==> config.mk <==
export PLATFORM = sky130hd
export DESIGN_NAME = asr_receiver
export DESIGN_NICKNAME = d
export VERILOG_FILES = /design/src/hw/asr_pkg.sv /design/src/hw/asr_receiver.sv
export SDC_FILE = /design/constraint.sdc
export NUM_CORES = 1
export LEC_CHECK = 0
export BUFFER_PORTS_ARGS = -buffer_cell sky130_fd_sc_hd__buf_2
export CAP_MARGIN = 20
export CORE_MARGIN = 2
export CORE_UTILIZATION = 52
export DETAILED_ROUTE_END_ITERATION = 10
export GPL_TIMING_DRIVEN = 1
export HOLD_SLACK_MARGIN = 0.12
export PLACE_DENSITY_LB_ADDON = 0.08
export SLEW_MARGIN = 20
export SYNTH_ARGS = -nofsm -noshare
export SYNTH_HDL_FRONTEND = slang
export SYNTH_SLANG_ARGS = --single-unit
==> constraint.sdc <==
create_clock -name pclk -period 4.31 [get_ports pclk]
set_input_delay 0.862 -clock pclk [delete_from_list [all_inputs] [get_ports pclk]]
set_output_delay 0.862 -clock pclk [all_outputs]
set_load 0.05 [all_outputs]
==> src/hw/asr_pkg.sv <==
/*
 * Package for the asynchronous serial receiver: APB register map,
 * field positions, reset values, oversampling constants, FSM states
 * and the packed structs that carry bus traffic and module state.
 * Assumes a 32-bit APB with byte addresses and one word per register.
 */
package asr_pkg;

   // Register byte addresses
   localparam logic [7:0] ADDR_RCSC  = 8'h00;  // receive_status_control
   localparam logic [7:0] ADDR_RDATA = 8'h04;  // receive_data_reg
   localparam logic [7:0] ADDR_BAUD  = 8'h08;  // 16x tick divisor
   localparam logic [7:0] ADDR_ISTAT = 8'h0c;  // sticky event status
   localparam logic [7:0] ADDR_IMASK = 8'h10;  // event mask

   // receive_status_control field positions
   localparam int BIT_SERIAL_PORT_ENABLE   = 7;
   localparam int BIT_NINE   = 6;
   localparam int BIT_SINGLE = 5;
   localparam int BIT_CONTINUOUS_RECEIVE_ENABLE   = 4;
   localparam int BIT_ADDRESS_DETECT_ENABLE  = 3;
   localparam int BIT_FRAMING_ERROR_FLAG   = 2;
   localparam int BIT_OVERRUN_ERROR_FLAG   = 1;
   localparam int BIT_NINTH  = 0;

   // Event status bits
   localparam int IRQ_W    = 3;
   localparam int IRQ_RX   = 0;
   localparam int IRQ_OVR  = 1;
   localparam int IRQ_FRAMING_ERROR_FLAG = 2;

   // Reset values
   localparam logic [7:0]       RCSC_RST  = 8'h00;
   localparam logic [15:0]      BAUD_RST  = 16'h0043;
   localparam logic [IRQ_W-1:0] IMASK_RST = 3'h0;

   // Oversampling: 16 ticks per bit, start checked mid-bit
   localparam int         OVERSAMPLE  = 16;
   localparam logic [3:0] MID_SAMPLE  = 4'(OVERSAMPLE / 2 - 1);
   localparam logic [3:0] LAST_SAMPLE = 4'(OVERSAMPLE - 1);
   localparam logic [3:0] LAST_BIT_8  = 4'h7;
   localparam logic [3:0] LAST_BIT_9  = 4'h8;

   // Receive buffer depth
   localparam logic [1:0] FIFO_DEPTH = 2'h2;

   typedef enum logic [3:0] {
      ST_IDLE  = 4'h1,
      ST_START = 4'h2,
      ST_DATA  = 4'h4,
      ST_STOP  = 4'h8
   } asr_rx_e;

   typedef struct packed {
      logic        psel;
      logic        penable;
      logic        pwrite;
      logic [7:0]  paddr;
      logic [31:0] pwdata;
   } asr_apb_req_s;

   typedef struct packed {
      logic [31:0] prdata;
      logic        pready;
      logic        pslverr;
   } asr_apb_rsp_s;

   typedef struct packed {
      logic       framing_error_flag;
      logic       ninth;
      logic [7:0] data;
   } asr_entry_s;

   typedef struct packed {
      logic                  sync1;
      logic                  sync2;
      asr_rx_e               fsm;
      logic [3:0]            os_cnt;
      logic [3:0]            bit_cnt;
      logic [8:0]            shreg;
      logic [15:0]           baud_cnt;
      asr_entry_s [1:0]      fifo;
      logic                  rd_ptr;
      logic [1:0]            count;
      logic                  serial_port_enable;
      logic                  nine;
      logic                  single;
      logic                  continuous_receive_enable;
      logic                  address_detect_enable;
      logic                  overrun_error_flag;
      logic [15:0]           baud_div;
      logic [IRQ_W-1:0]      istat;
      logic [IRQ_W-1:0]      imask;
      logic [31:0]           prdata;
      logic                  pslverr;
      logic                  pop_ok;
      logic [IRQ_W-1:0]      clr_bits;
   } asr_state_s;

endpackage : asr_pkg

==> src/hw/asr_receiver.sv <==
/*
 * Asynchronous serial receiver with 16x oversampling, 8/9-bit
 * characters, address filtering, two-entry receive buffer, framing
 * and overrun detection, APB register slave and one level interrupt.
 * Assumes pclk at 125 MHz and a receive pin from outside this domain.
 */
// Added by the designer: the register addresses and the APB slave port.
`timescale 1ns/1ps

// Overview of operation
// The receive pin is synchronised and feeds the bit recovery logic.
// The line is sampled on ticks running at sixteen times the baud rate.
// The shift register takes one bit per bit period, not per tick.
// A finished 8- or 9-bit character goes straight into the receive buffer.
// The receive buffer is a FIFO of two characters.
// Reception continues while two characters wait, so a third may start.
// Shift register and buffer entries have no address of their own.
// Software gets characters only by reading the receive data register, oldest first.
// The continuous receive enable bit turns reception on and off.
// The framing error flag shows the head character's framing error, read-only, reset zero.
// A character that completes with the buffer full sets the overrun error flag.
// With 9-bit mode and address detect set, only characters with ninth bit one are kept.
// Character length is eight or nine bits as the nine-bit enable selects.
// With the serial port enable clear the receiver is idle and ignores the pin.
// Reading the receive data register pops the head; ninth bit and framing flag follow.
module asr_receiver (
   // Clock and reset
   input  logic                  pclk,
   input  logic                  presetn,
   // APB slave
   input  asr_pkg::asr_apb_req_s apb_req,
   output asr_pkg::asr_apb_rsp_s apb_rsp,
   // Serial line
   input  logic                  receive_data_pin,
   // Interrupt
   output logic                  irq
);

   localparam int IRQ_SET_W = asr_pkg::IRQ_W;

   asr_pkg::asr_state_s   state_r;
   asr_pkg::asr_state_s   state_nxt;
   logic                  tick;
   logic                  active;
   logic                  done;
   logic                  frame_bad;
   logic                  keep_char;
   logic                  push;
   logic                  pop;
   logic                  full;
   logic                  wr_idx;
   logic                  setup;
   logic                  access;
   logic                  mapped;
   logic [3:0]            last_bit;
   asr_pkg::asr_entry_s   head;
   asr_pkg::asr_entry_s   new_char;
   logic [IRQ_SET_W-1:0]  irq_set;
   logic [7:0]            rcsc_val;

   // Bus phases and buffer head
   assign setup  = apb_req.psel & ~apb_req.penable;
   assign access = apb_req.psel & apb_req.penable;
   assign mapped = (apb_req.paddr == asr_pkg::ADDR_RCSC) || (apb_req.paddr == asr_pkg::ADDR_RDATA) ||
                   (apb_req.paddr == asr_pkg::ADDR_BAUD) || (apb_req.paddr == asr_pkg::ADDR_ISTAT) ||
                   (apb_req.paddr == asr_pkg::ADDR_IMASK);
   assign head   = (state_r.count != 2'h0) ? state_r.fifo[state_r.rd_ptr] : '0;

   // Status/control view; flags of the head entry
   assign rcsc_val = {state_r.serial_port_enable, state_r.nine, state_r.single, state_r.continuous_receive_enable, state_r.address_detect_enable,
                      head.framing_error_flag, state_r.overrun_error_flag, head.ninth};

   // Whole next-state computation
   always_comb begin
      state_nxt = state_r;
      done      = 1'b0;
      frame_bad = 1'b0;
      pop       = 1'b0;
      push      = 1'b0;
      irq_set   = '0;

      // Pin synchroniser, second stage is the only reader
      state_nxt.sync1 = receive_data_pin;
      state_nxt.sync2 = state_r.sync1;

      // 16x tick divider
      tick               = (state_r.baud_cnt == 16'h0000);
      state_nxt.baud_cnt = tick ? state_r.baud_div : state_r.baud_cnt - 16'h0001;

      // Overrun freezes reception until the enable is cleared
      active   = state_r.serial_port_enable & state_r.continuous_receive_enable & ~state_r.overrun_error_flag;
      last_bit = state_r.nine ? asr_pkg::LAST_BIT_9 : asr_pkg::LAST_BIT_8;

      // Receive sequencer
      case (state_r.fsm)
         asr_pkg::ST_IDLE: begin
            if (active && !state_r.sync2) begin
               state_nxt.fsm    = asr_pkg::ST_START;
               state_nxt.os_cnt = 4'h0;
            end
         end
         asr_pkg::ST_START: begin
            if (tick) begin
               if (state_r.os_cnt == asr_pkg::MID_SAMPLE) begin
                  // A glitch shorter than half a bit is not a start
                  if (state_r.sync2) begin
                     state_nxt.fsm = asr_pkg::ST_IDLE;
                  end else begin
                     state_nxt.fsm     = asr_pkg::ST_DATA;
                     state_nxt.os_cnt  = 4'h0;
                     state_nxt.bit_cnt = 4'h0;
                  end
               end else begin
                  state_nxt.os_cnt = state_r.os_cnt + 4'h1;
               end
            end
         end
         asr_pkg::ST_DATA: begin
            if (tick) begin
               state_nxt.os_cnt = state_r.os_cnt + 4'h1;
               if (state_r.os_cnt == asr_pkg::LAST_SAMPLE) begin
                  // One shift per bit period, LSB first
                  state_nxt.shreg   = {state_r.sync2, state_r.shreg[8:1]};
                  state_nxt.bit_cnt = state_r.bit_cnt + 4'h1;
                  if (state_r.bit_cnt == last_bit) begin
                     state_nxt.fsm = asr_pkg::ST_STOP;
                  end
               end
            end
         end
         asr_pkg::ST_STOP: begin
            if (tick) begin
               state_nxt.os_cnt = state_r.os_cnt + 4'h1;
               if (state_r.os_cnt == asr_pkg::LAST_SAMPLE) begin
                  done          = 1'b1;
                  frame_bad     = ~state_r.sync2;
                  state_nxt.fsm = asr_pkg::ST_IDLE;
               end
            end
         end
         default: begin
            state_nxt.fsm = asr_pkg::ST_IDLE;
         end
      endcase
      if (!active) begin
         state_nxt.fsm = asr_pkg::ST_IDLE;
      end

      // Assemble the finished character
      new_char.data  = state_r.nine ? state_r.shreg[7:0] : state_r.shreg[8:1];
      new_char.ninth = state_r.nine & state_r.shreg[8];
      new_char.framing_error_flag  = frame_bad;
      keep_char      = done & ~(state_r.nine & state_r.address_detect_enable & ~new_char.ninth);

      // APB setup: capture read data and pending side effects
      if (setup) begin
         state_nxt.pslverr  = ~mapped;
         state_nxt.prdata   = 32'h0000_0000;
         state_nxt.pop_ok   = 1'b0;
         state_nxt.clr_bits = '0;
         if (!apb_req.pwrite) begin
            case (apb_req.paddr)
               asr_pkg::ADDR_RCSC: state_nxt.prdata = {24'h00_0000, rcsc_val};
               asr_pkg::ADDR_RDATA: begin
                  state_nxt.prdata = {24'h00_0000, head.data};
                  state_nxt.pop_ok = (state_r.count != 2'h0);
               end
               asr_pkg::ADDR_BAUD: state_nxt.prdata = {16'h0000, state_r.baud_div};
               asr_pkg::ADDR_ISTAT: begin
                  // Clear only what was read, so later events survive
                  state_nxt.prdata   = {29'h0000_0000, state_r.istat};
                  state_nxt.clr_bits = state_r.istat;
               end
               asr_pkg::ADDR_IMASK: state_nxt.prdata = {29'h0000_0000, state_r.imask};
               default: state_nxt.prdata = 32'h0000_0000;
            endcase
         end
      end

      // APB access: writes and read side effects
      if (access) begin
         if (apb_req.pwrite && !state_r.pslverr) begin
            case (apb_req.paddr)
               asr_pkg::ADDR_RCSC: begin
                  state_nxt.serial_port_enable   = apb_req.pwdata[asr_pkg::BIT_SERIAL_PORT_ENABLE];
                  state_nxt.nine   = apb_req.pwdata[asr_pkg::BIT_NINE];
                  state_nxt.single = apb_req.pwdata[asr_pkg::BIT_SINGLE];
                  state_nxt.continuous_receive_enable   = apb_req.pwdata[asr_pkg::BIT_CONTINUOUS_RECEIVE_ENABLE];
                  state_nxt.address_detect_enable  = apb_req.pwdata[asr_pkg::BIT_ADDRESS_DETECT_ENABLE];
               end
               asr_pkg::ADDR_BAUD:  state_nxt.baud_div = apb_req.pwdata[15:0];
               asr_pkg::ADDR_IMASK: state_nxt.imask = apb_req.pwdata[IRQ_SET_W-1:0];
               default: state_nxt.baud_div = state_r.baud_div;
            endcase
         end
         pop                = ~apb_req.pwrite & state_r.pop_ok;
         state_nxt.pop_ok   = 1'b0;
         state_nxt.clr_bits = '0;
      end
      if (!state_nxt.continuous_receive_enable) begin
         state_nxt.overrun_error_flag = 1'b0;
      end

      // Two-entry buffer; a pop frees the head slot for a same-cycle push
      full   = (state_r.count == asr_pkg::FIFO_DEPTH) & ~pop;
      wr_idx = state_r.rd_ptr ^ state_r.count[0];
      if (keep_char && !full) begin
         push                      = 1'b1;
         state_nxt.fifo[wr_idx]    = new_char;
         irq_set[asr_pkg::IRQ_RX]  = 1'b1;
         irq_set[asr_pkg::IRQ_FRAMING_ERROR_FLAG] = frame_bad;
      end else if (keep_char) begin
         state_nxt.overrun_error_flag            = 1'b1;
         irq_set[asr_pkg::IRQ_OVR] = 1'b1;
      end
      state_nxt.count  = 2'(state_r.count + {1'b0, push} - {1'b0, pop});
      state_nxt.rd_ptr = state_r.rd_ptr ^ pop;

      // Sticky events: a set in the clearing cycle wins
      state_nxt.istat = (state_r.istat & ~(access ? state_r.clr_bits : '0)) | irq_set;
   end

   // State register
   always_ff @(posedge pclk or negedge presetn) begin
      if (!presetn) begin
         state_r          <= '0;
         state_r.sync1    <= 1'b1;
         state_r.sync2    <= 1'b1;
         state_r.fsm      <= asr_pkg::ST_IDLE;
         state_r.baud_div <= asr_pkg::BAUD_RST;
         state_r.imask    <= asr_pkg::IMASK_RST;
      end else begin
         state_r <= state_nxt;
      end
   end

   // Zero-wait APB answer, data from flip-flops
   assign apb_rsp = '{prdata:  state_r.prdata,
                      pready:  1'b1,
                      pslverr: state_r.pslverr};
   assign irq             = |(state_r.istat & state_r.imask);
endmodule : asr_receiver

==> results.md, run 1 <==
* R2R setup slack at approximately 1.4 ns
* Worst clock skew on the final layout at approximately 0.0083 ns
* CTS sink count at ~110
* Seq/Total Area, Yosys at approximately half
* Vias in the first global route at about 3600
* Total power per unit cell area at 344.7 nW/µm²
* Top-level port count at 81
* Cell at the root of the clock tree: sky130_fd_sc_hd__clkbuf_8
* Worst slack on hold paths at approximately 0.36 ns
* Count of input and output buffers at 47
* Total global-route track usage at around a fifth
* Most common cell after layout, fill and taps aside: sky130_fd_sc_hd__dfrtp_1
* Number of buffers between clock root and the deepest sink at 2
* Share of cells above drive strength 1 at 30.17%
* Area of the mapped netlist at ~5600 µm²
* Mapped Avg Cell Area at approximately 11 µm²
* Final worst setup slack at around 1.4 ns
* Worst setup EP type: register
* Synth-to-Final Area Change at 6.204%
* Static leakage at 2.872 nW
* FF-to-FF path depth at 11
* Floorplan die width at between 100 and 150 µm
* Post-Synthesis Cells at 497
* Source-to-sink clock delay at the later pin of the worst-skew pair at between 0.3 and 0.4 ns
* Startpoint types: register
* Worst slack at placement at 1.168 ns
* First-pass detailed-route iteration total at 7
* Final max-slew violation count at 0
* Actual transition at the worst max-transition pin at 0.9144 ns
* Y dimension of the die at about 110 µm
* Hold-fix buffer count after cts at 0
* Postcts setup bufs at 0
* Average wire per standard cell at 16.77 µm
* Period minus WS final at 2.956 ns
* Violation count after the first detailed-route iteration at 190
* Destination of the critical timing path: state_r[66]$_DFF_PN0_
* Total wire length after detailed routing at 11190 µm
* Antenna Diode Count at 0
* Maximum fanout encountered on the critical timing path at 33
* Post-layout nets at between 500 and 600
* Worst setup path startpoint: state_r[88]$_DFF_PN0_
* Leading cell types in the layout, fill and taps excluded: 105 x sky130_fd_sc_hd__dfrtp_1, 64 x sky130_fd_sc_hd__mux2_2, 46 x sky130_fd_sc_hd__buf_2
* Hold WC Path Type: reg -> reg
* Cell types occupying the most area after synthesis: sky130_fd_sc_hd__dfrtp_1 47%, sky130_fd_sc_hd__mux2_2 13%, sky130_fd_sc_hd__buf_4 4.5%
* Count of vias placed by the detailed router at 3752
* Data required, critical path at about 4.6 ns
* Yosys warnings at 0
* ANT nets after route at 0
* Normalized max-slew margin at roughly two fifths
* Final period utilization at between 60% and 70%
* Unrepaired setup endpoints after global routing: no
* Synth area leader: sky130_fd_sc_hd__dfrtp_1
* FMAX at approximately 0.34 GHz
* Critical register-to-register path endpoint: state_r[66]$_DFF_PN0_
* Number of synthesized register bits at around 110
* Clock Pin Slew Worst Setup and Hold Paths at 0.10 ns
* HPWL after DPL at roughly 8000 µm
* Area of the die at 11710 µm²
* Launch point of the worst hold path: state_nxt[125]$_DFF_PN1_
* Resize count post-CTS at 0
* Initial standard-cell utilization of the core at between 50% and 60%
* Setup-violating endpoint count in the final report at 0
* Count of maximum capacitance violations at 0
* Total global routing overflow at 0
* Pin count of the biggest net entering global routing at 74
* Fraction of registers with async set/reset at 100.0%
* Final hold violation count at 0
* Number of enable-type register cells in the synthesized netlist at 0
* Category of the critical setup timing path: reg -> reg
* Signal arrival time at the worst endpoint at 3.27 ns
* H-tree depth at 3
* First-pass GRT wire length at ~18000 µm
* DRC errors left at 0
* TNS Setup at 0 ns
* Area share of the largest cell type after synthesis at a little under half
* Top flip-flop cell by instance count after synthesis: sky130_fd_sc_hd__dfrtp_1
* Antenna violations before repair at 0
* RePlAce Congestion at 0.8329
* Number of buffers created by CTS at 9
* CORE AREA at between 10000 and 15000 µm²
* Count of different cell masters after synthesis at 66
* Number of placement rows at 38
* Source of the worst register-to-register timing path: state_r[88]$_DFF_PN0_
* Outcome: finished, final reports clean
* CTS tree: done
* IR Drop Worst-Case VDD at between 0.0002 and 0.00025 V
* Vias/cell at around 5.6
metal layers:
metal  global-route usage, %  up-vias  routed length (µm)
li1                        -     1790                   -
met1                   28.11     1861                5362
met2                   31.81       90                5116
met3                   5.967       11                 594
met4                   5.220        0                 112
met5                       0        -                   0
kinds of logic after synthesis:
group	share of synthesized area, %
AND/OR/NAND/NOR	14.76
flip-flops	49.32
multiplexers	16.13
AO/OA/AOI/OAI	9.417
buffers and inverters	6.647
XOR/XNOR	2.482
adder cells (fa/ha/maj)	1.108
other	0.1330
how the worst min path moves through the flow:
stage / endpoint / slack, ns / cells past startpoint
after floorplan: state_r[125]$_DFF_PN1_ / 0.35 / 0
after global placement: state_r[125]$_DFF_PN1_ / 0.35 / 0
after detailed placement: state_r[125]$_DFF_PN1_ / 0.35 / 0
after CTS: state_r[125]$_DFF_PN1_ / 0.36 / 0
after global routing: state_r[125]$_DFF_PN1_ / 0.37 / 0
final: state_r[125]$_DFF_PN1_ / 0.36 / 0
cells in the mapped netlist, types with 6 or more instances:
master and count:
sky130_fd_sc_hd__a21oi_1 11, sky130_fd_sc_hd__a222oi_1 6, sky130_fd_sc_hd__a22o_1 13, sky130_fd_sc_hd__buf_4 34
sky130_fd_sc_hd__clkbuf_1 13, sky130_fd_sc_hd__dfrtp_1 105, sky130_fd_sc_hd__dfstp_2 6, sky130_fd_sc_hd__inv_1 10
sky130_fd_sc_hd__mux2_2 64, sky130_fd_sc_hd__mux2_4 10, sky130_fd_sc_hd__nand2_1 31, sky130_fd_sc_hd__nand3_1 10
sky130_fd_sc_hd__nor2_1 40, sky130_fd_sc_hd__nor3_1 7, sky130_fd_sc_hd__nor4_1 7, sky130_fd_sc_hd__o21ai_0 17
sky130_fd_sc_hd__xnor2_1 14
critical path, stage by stage (launching register included):
cell	delay (ns)
sky130_fd_sc_hd__dfrtp_1	0.42
sky130_fd_sc_hd__inv_1	0.07
sky130_fd_sc_hd__ha_1	0.19
sky130_fd_sc_hd__nor3b_1	0.34
sky130_fd_sc_hd__nand4_1	0.14
sky130_fd_sc_hd__buf_4	0.28
sky130_fd_sc_hd__nand4b_1	0.46
sky130_fd_sc_hd__ha_1	0.43
sky130_fd_sc_hd__inv_1	0.04
sky130_fd_sc_hd__ha_1	0.18
sky130_fd_sc_hd__xnor2_1	0.17
sky130_fd_sc_hd__xnor2_1	0.14
stage by stage:
stage / util [%] / area, µm² / cells / total power [W]
2_1_floorplan: - / 5703 / 512 / 0.001418
3_3_place_gp: 54.36 / 5816 / 651 / 0.001483
3_5_place_dp: 54.36 / 5816 / 651 / 0.001492
4_1_cts: 56.06 / 5997 / 667 / 0.002099
5_1_grt: 56.06 / 5997 / 667 / 0.002178
6_report: 56.06 / 5997 / 667 / 0.002067
sequential cells by signal (all words and copies together), names as in the netlist:
signal / cells
state_nxt: 1
apb_rsp: 17
state_r: 87
rcsc_val: 6
area by class of cell:
cell class | count | area [µm²]
Fill cell | 944 | 4701
Clock buffer | 10 | 137.6
Inverter | 10 | 37.54
Multi-Input combinational cell | 338 | 2542
Tap cell | 140 | 175.2
Clock inverter | 6 | 43.79
Timing Repair Buffer | 52 | 275.3
Sequential cell | 111 | 2785
where the power goes:
group	internal [W]	switching (W)
logic	0.000117	0.000160
registers	0.00112	0.0000768
clock network	0.000229	0.000367
total	0.00146	0.000604
(Power assumes the default switching activity.)
==> run 2, diff against run 1 <==
--- a/config.mk
+++ b/config.mk
@@ -5,6 +5,7 @@
 export SDC_FILE = /design/constraint.sdc
 export NUM_CORES = 1
 export LEC_CHECK = 0
+export ABC_AREA = 1
 export BUFFER_PORTS_ARGS = -buffer_cell sky130_fd_sc_hd__buf_2
 export CAP_MARGIN = 20
 export CORE_MARGIN = 2
==> constraint.sdc (replaced) <==
create_clock -name pclk -period 2.6 [get_ports pclk]
set_input_delay 0.52 -clock pclk [delete_from_list [all_inputs] [get_ports pclk]]
set_output_delay 0.52 -clock pclk [all_outputs]
set_load 0.05 [all_outputs]
==> run 2 against run 1 <==
  * Worst hold slack got worse by 0.24 ns
  * Critical path depth unchanged
  * Cell area up 7.4%
  * Cell count is 34% higher
  * Register-to-register slack worse by 1.0 ns
  * Global-route usage up 1.7 points
  * Critical path type unchanged
  * Largest power group unchanged
==> results.md, run 2 <==
* Hold-fix buffer count after cts at 0
* Count of input and output buffers at 47
* Startpoint types: register
* Worst setup EP type: register
* Worst setup path startpoint: state_r[88]$_DFF_PN0_
* Clock Pin Slew Worst Setup and Hold Paths at about 0.07 ns
* Synth-to-Final Area Change at 8.627%
* Category of the critical setup timing path: reg -> reg
* Most Crowded Layer GR: met2
* Number of flip-flops under the largest register name at 87
* Combinational Power Share at approximately 15%
* Source-to-sink clock delay at the later pin of the worst-skew pair at around 0.36 ns
* Antenna Diode Count at 0
* CTS sink count at roughly 110
* DRC errors left at 0
* Setup-violating endpoint count in the final report at 0
* TNS Setup at 0 ns
* Hold WC Path Type: in -> async
* Total global routing overflow at 0
* Synth cell count leaders: 214 x sky130_fd_sc_hd__nand2_1, 105 x sky130_fd_sc_hd__dfrtp_1, 56 x sky130_fd_sc_hd__inv_1
* RePlAce Congestion at 0.8569
* ANT nets after route at 0
* Total power per unit cell area at 624.8 nW/µm²
* Outcome: finished, final reports clean
* Floorplan die width at approximately 110 µm
* HPWL after DPL at between 9000 and 10000 µm
* Final max-slew violation count at 0
* Final-layout fill cell count at between 1000 and 1500
* Worst clock skew on the final layout at 0.006437 ns
* Number of synthesized register bits at 111
* Total wire length after detailed routing at around 13000 µm
* Most common cell after layout, fill and taps aside: sky130_fd_sc_hd__nand2_1
* Antenna violations before repair at 0
* Switching power summed over all nets at between 0.001 and 0.0015 W
* Compound-Gate Fraction of Synth Area at under 10%
* Cell at the root of the clock tree: sky130_fd_sc_hd__clkbuf_16
* Met3 routing resource usage after global routing at approximately 5.5%
* Source of the worst register-to-register timing path: state_r[88]$_DFF_PN0_
* Area of the mapped netlist at 5932 µm²
* Number of enable-type register cells in the synthesized netlist at 0
* Total global-route track usage at between 20 and 25%
* First-pass GRT wire length at between 20000 and 25000 µm
* Worst slack on hold paths at ~0.12 ns
* Top-level port count at ~80
* Most repeated cell in the gate-level netlist after synthesis: sky130_fd_sc_hd__nand2_1
* First-pass detailed-route iteration total at 4
* Final period utilization at between 80% and 90%
* Pin count of the biggest net entering global routing at 38
* H-tree depth at 3
* CORE AREA at 11270 µm²
* Post-layout nets at about 800
* Cell types occupying the most area after synthesis: sky130_fd_sc_hd__dfrtp_1 44%, sky130_fd_sc_hd__nand2_1 14%, sky130_fd_sc_hd__nand3_1 4.6%
* IR Drop Worst-Case VDD at approximately 0.00055 V
* Count of different cell masters after synthesis at 41
* Number of buffers between clock root and the deepest sink at 2
* Switching power as a share of total power at between 20% and 30%
* Fraction of registers with async set/reset at 100.0%
* Fraction of met1 tracks used by global routing at a little under a third
* Signal arrival time at the worst endpoint at 2.51 ns
* Yosys warnings at 0
* Parity-gate share of the synthesized area counting xor and xnor cells at 3.101%
* Share of cell area taken by muxes after synthesis at approximately 2.1%
* Area of the die at 12280 µm²
* Post-synthesis share of cell area spent on full adders, half adders and majority gates at around 1.1%
* Synth area leader: sky130_fd_sc_hd__dfrtp_1
* Normalized max-slew margin at between 50% and 60%
* Mapped Avg Cell Area at 8.367 µm²
* Count of maximum capacitance violations at 0
* Period minus WS final at 2.263 ns
* Area share of the largest cell type after synthesis at 44.29%
* Static leakage at between 3 and 4 nW
* Main combinational cell family by area after synthesis: simple AND/OR/NAND/NOR gates
* Postcts setup bufs at 0
* Post-Synthesis Cells at 709
* Leading cell types in the layout, fill and taps excluded: 214 x sky130_fd_sc_hd__nand2_1, 105 x sky130_fd_sc_hd__dfrtp_1, 56 x sky130_fd_sc_hd__inv_1
* Final hold violation count at 0
* Average wire per standard cell at between 10 and 15 µm
* Number of buffers created by CTS at 9
* Actual transition at the worst max-transition pin at ~0.6 ns
* Relative contribution of the clock network to total power at 35.2%
* Count of vias placed by the detailed router at approximately 4600
* Number of placement rows at 39
* Data required, critical path at 2.85 ns
* Y dimension of the die at 110.8 µm
* M2 GR Usage at 35.17%
* CTS tree: done
* Vias in the first global route at around 4400
* Initial standard-cell utilization of the core at a little over half
* Violation count after the first detailed-route iteration at approximately 260
* Register name with the most flops: state_r
* Maximum fanout encountered on the critical timing path at 7
* FMAX at between 0.4 and 0.5 GHz
* Share of cells above drive strength 1 at between 10% and 20%
* Unrepaired setup endpoints after global routing: no
* Seq/Total Area, Yosys at 46.95%
* Reg power frac at 49.4%
* Simple-gate area share of the yosys netlist at 28.10%
* Top flip-flop cell by instance count after synthesis: sky130_fd_sc_hd__dfrtp_1
* Int Pwr at ~0.0029 W
* Vias/cell at approximately 5
* Resize count post-CTS at 0
-- run 2: changes by cell type in the layout (fill, tap and decap cells not counted), moves of 9 or more --
| cell | delta |
|---|---|
| sky130_fd_sc_hd__o21ai_0 | +36 |
| sky130_fd_sc_hd__a22o_1 | -13 |
| sky130_fd_sc_hd__nand3_1 | +45 |
| sky130_fd_sc_hd__nor2_2 | +9 |
| sky130_fd_sc_hd__mux2_2 | -61 |
| sky130_fd_sc_hd__clkbuf_8 | -9 |
| sky130_fd_sc_hd__xor2_1 | +9 |
| sky130_fd_sc_hd__nand2_1 | +183 |
| sky130_fd_sc_hd__clkbuf_16 | +9 |
| sky130_fd_sc_hd__o21ai_2 | +18 |
| sky130_fd_sc_hd__inv_1 | +46 |
| sky130_fd_sc_hd__nor2_1 | +10 |
-- run 2: critical path, cell delays in order, from the launching register on --
cell                      delay (ns)
sky130_fd_sc_hd__dfrtp_1        0.39
sky130_fd_sc_hd__inv_1          0.10
sky130_fd_sc_hd__ha_1           0.24
sky130_fd_sc_hd__nand2_4        0.12
sky130_fd_sc_hd__nor2_8         0.16
sky130_fd_sc_hd__nand3_1        0.09
sky130_fd_sc_hd__nor2_1         0.26
sky130_fd_sc_hd__nand2_1        0.16
sky130_fd_sc_hd__ha_1           0.30
sky130_fd_sc_hd__inv_1          0.04
sky130_fd_sc_hd__ha_1           0.18
sky130_fd_sc_hd__xnor2_1        0.12
-- run 2: path summary, 6_finish.rpt --
kind,end,slack [ns],depth (start not counted)
min in group pclk,state_nxt[125]$_DFF_PN1_,0.26,1
hold / removal,apb_rsp[17]$_DFFE_PN0P_,0.12,1
hold reg to reg,state_r[125]$_DFF_PN1_,0.36,0
max in group asynchronous,state_r[121]$_DFFE_PN1P_,1.76,2
setup reg to reg,state_r[66]$_DFF_PN0_,0.34,11
setup / recovery,state_r[66]$_DFF_PN0_,0.34,11
-- run 2: kinds of logic (layout without fill, tap and decap cells) --
kind of cell,after synthesis,count (layout)
AND/OR/NAND/NOR,364,364
flip-flops,111,111
buffers and inverters,108,133
AO/OA/AOI/OAI,89,89
XOR/XNOR,21,21
multiplexers,9,9
adder cells (fa/ha/maj),5,5
other,2,17
-- run 2: through the flow --
| stage | instance area [µm²] | cells | utilization [%] | power (W) | setup slack (ns) |
|---|---|---|---|---|---|
| finish | 6444 | 892 | 57.17 | 0.004026 | 0.3367 |
| CTS | 6444 | 892 | 57.17 | 0.004057 | 0.3171 |
| global route | 6444 | 892 | 57.17 | 0.004233 | 0.1355 |
| floorplan | 5988 | 724 | - | 0.002483 | 0.6235 |
| detailed placement | 6145 | 876 | 54.51 | 0.002633 | 0.3449 |
| global placement | 6145 | 876 | 54.51 | 0.002608 | 0.3597 |
-- run 2: final cells by class --
class	count	area, µm²	area share (%)
clock buffer	12	246.5	3.825
clock inverter	4	52.55	0.8155
inverter	62	232.7	3.612
multi-input combinational	505	2638	40.93
sequential	111	2785	43.22
tap	143	178.9	2.777
timing repair buffer	55	310.3	4.816
-- run 2: power by group through the flow --
stage,Combinational [W],Clock [W],Sequential [W]
after floorplan,0.000498,0,0.00199
after global placement,0.000597,0,0.00201
after detailed placement,0.000617,0,0.00202
after CTS,0.000620,0.00145,0.00199
after global routing,0.000706,0.00152,0.00201
final,0.000618,0.00142,0.00199
-- run 2: layer usage --
metal,share of wire (%),up-vias,routed length [µm]
met1,48,2180,6210
met2,47,86,6072
met5,0,-,0
li1,-,2298,-
met4,1.0,0,133
met3,3.7,13,482
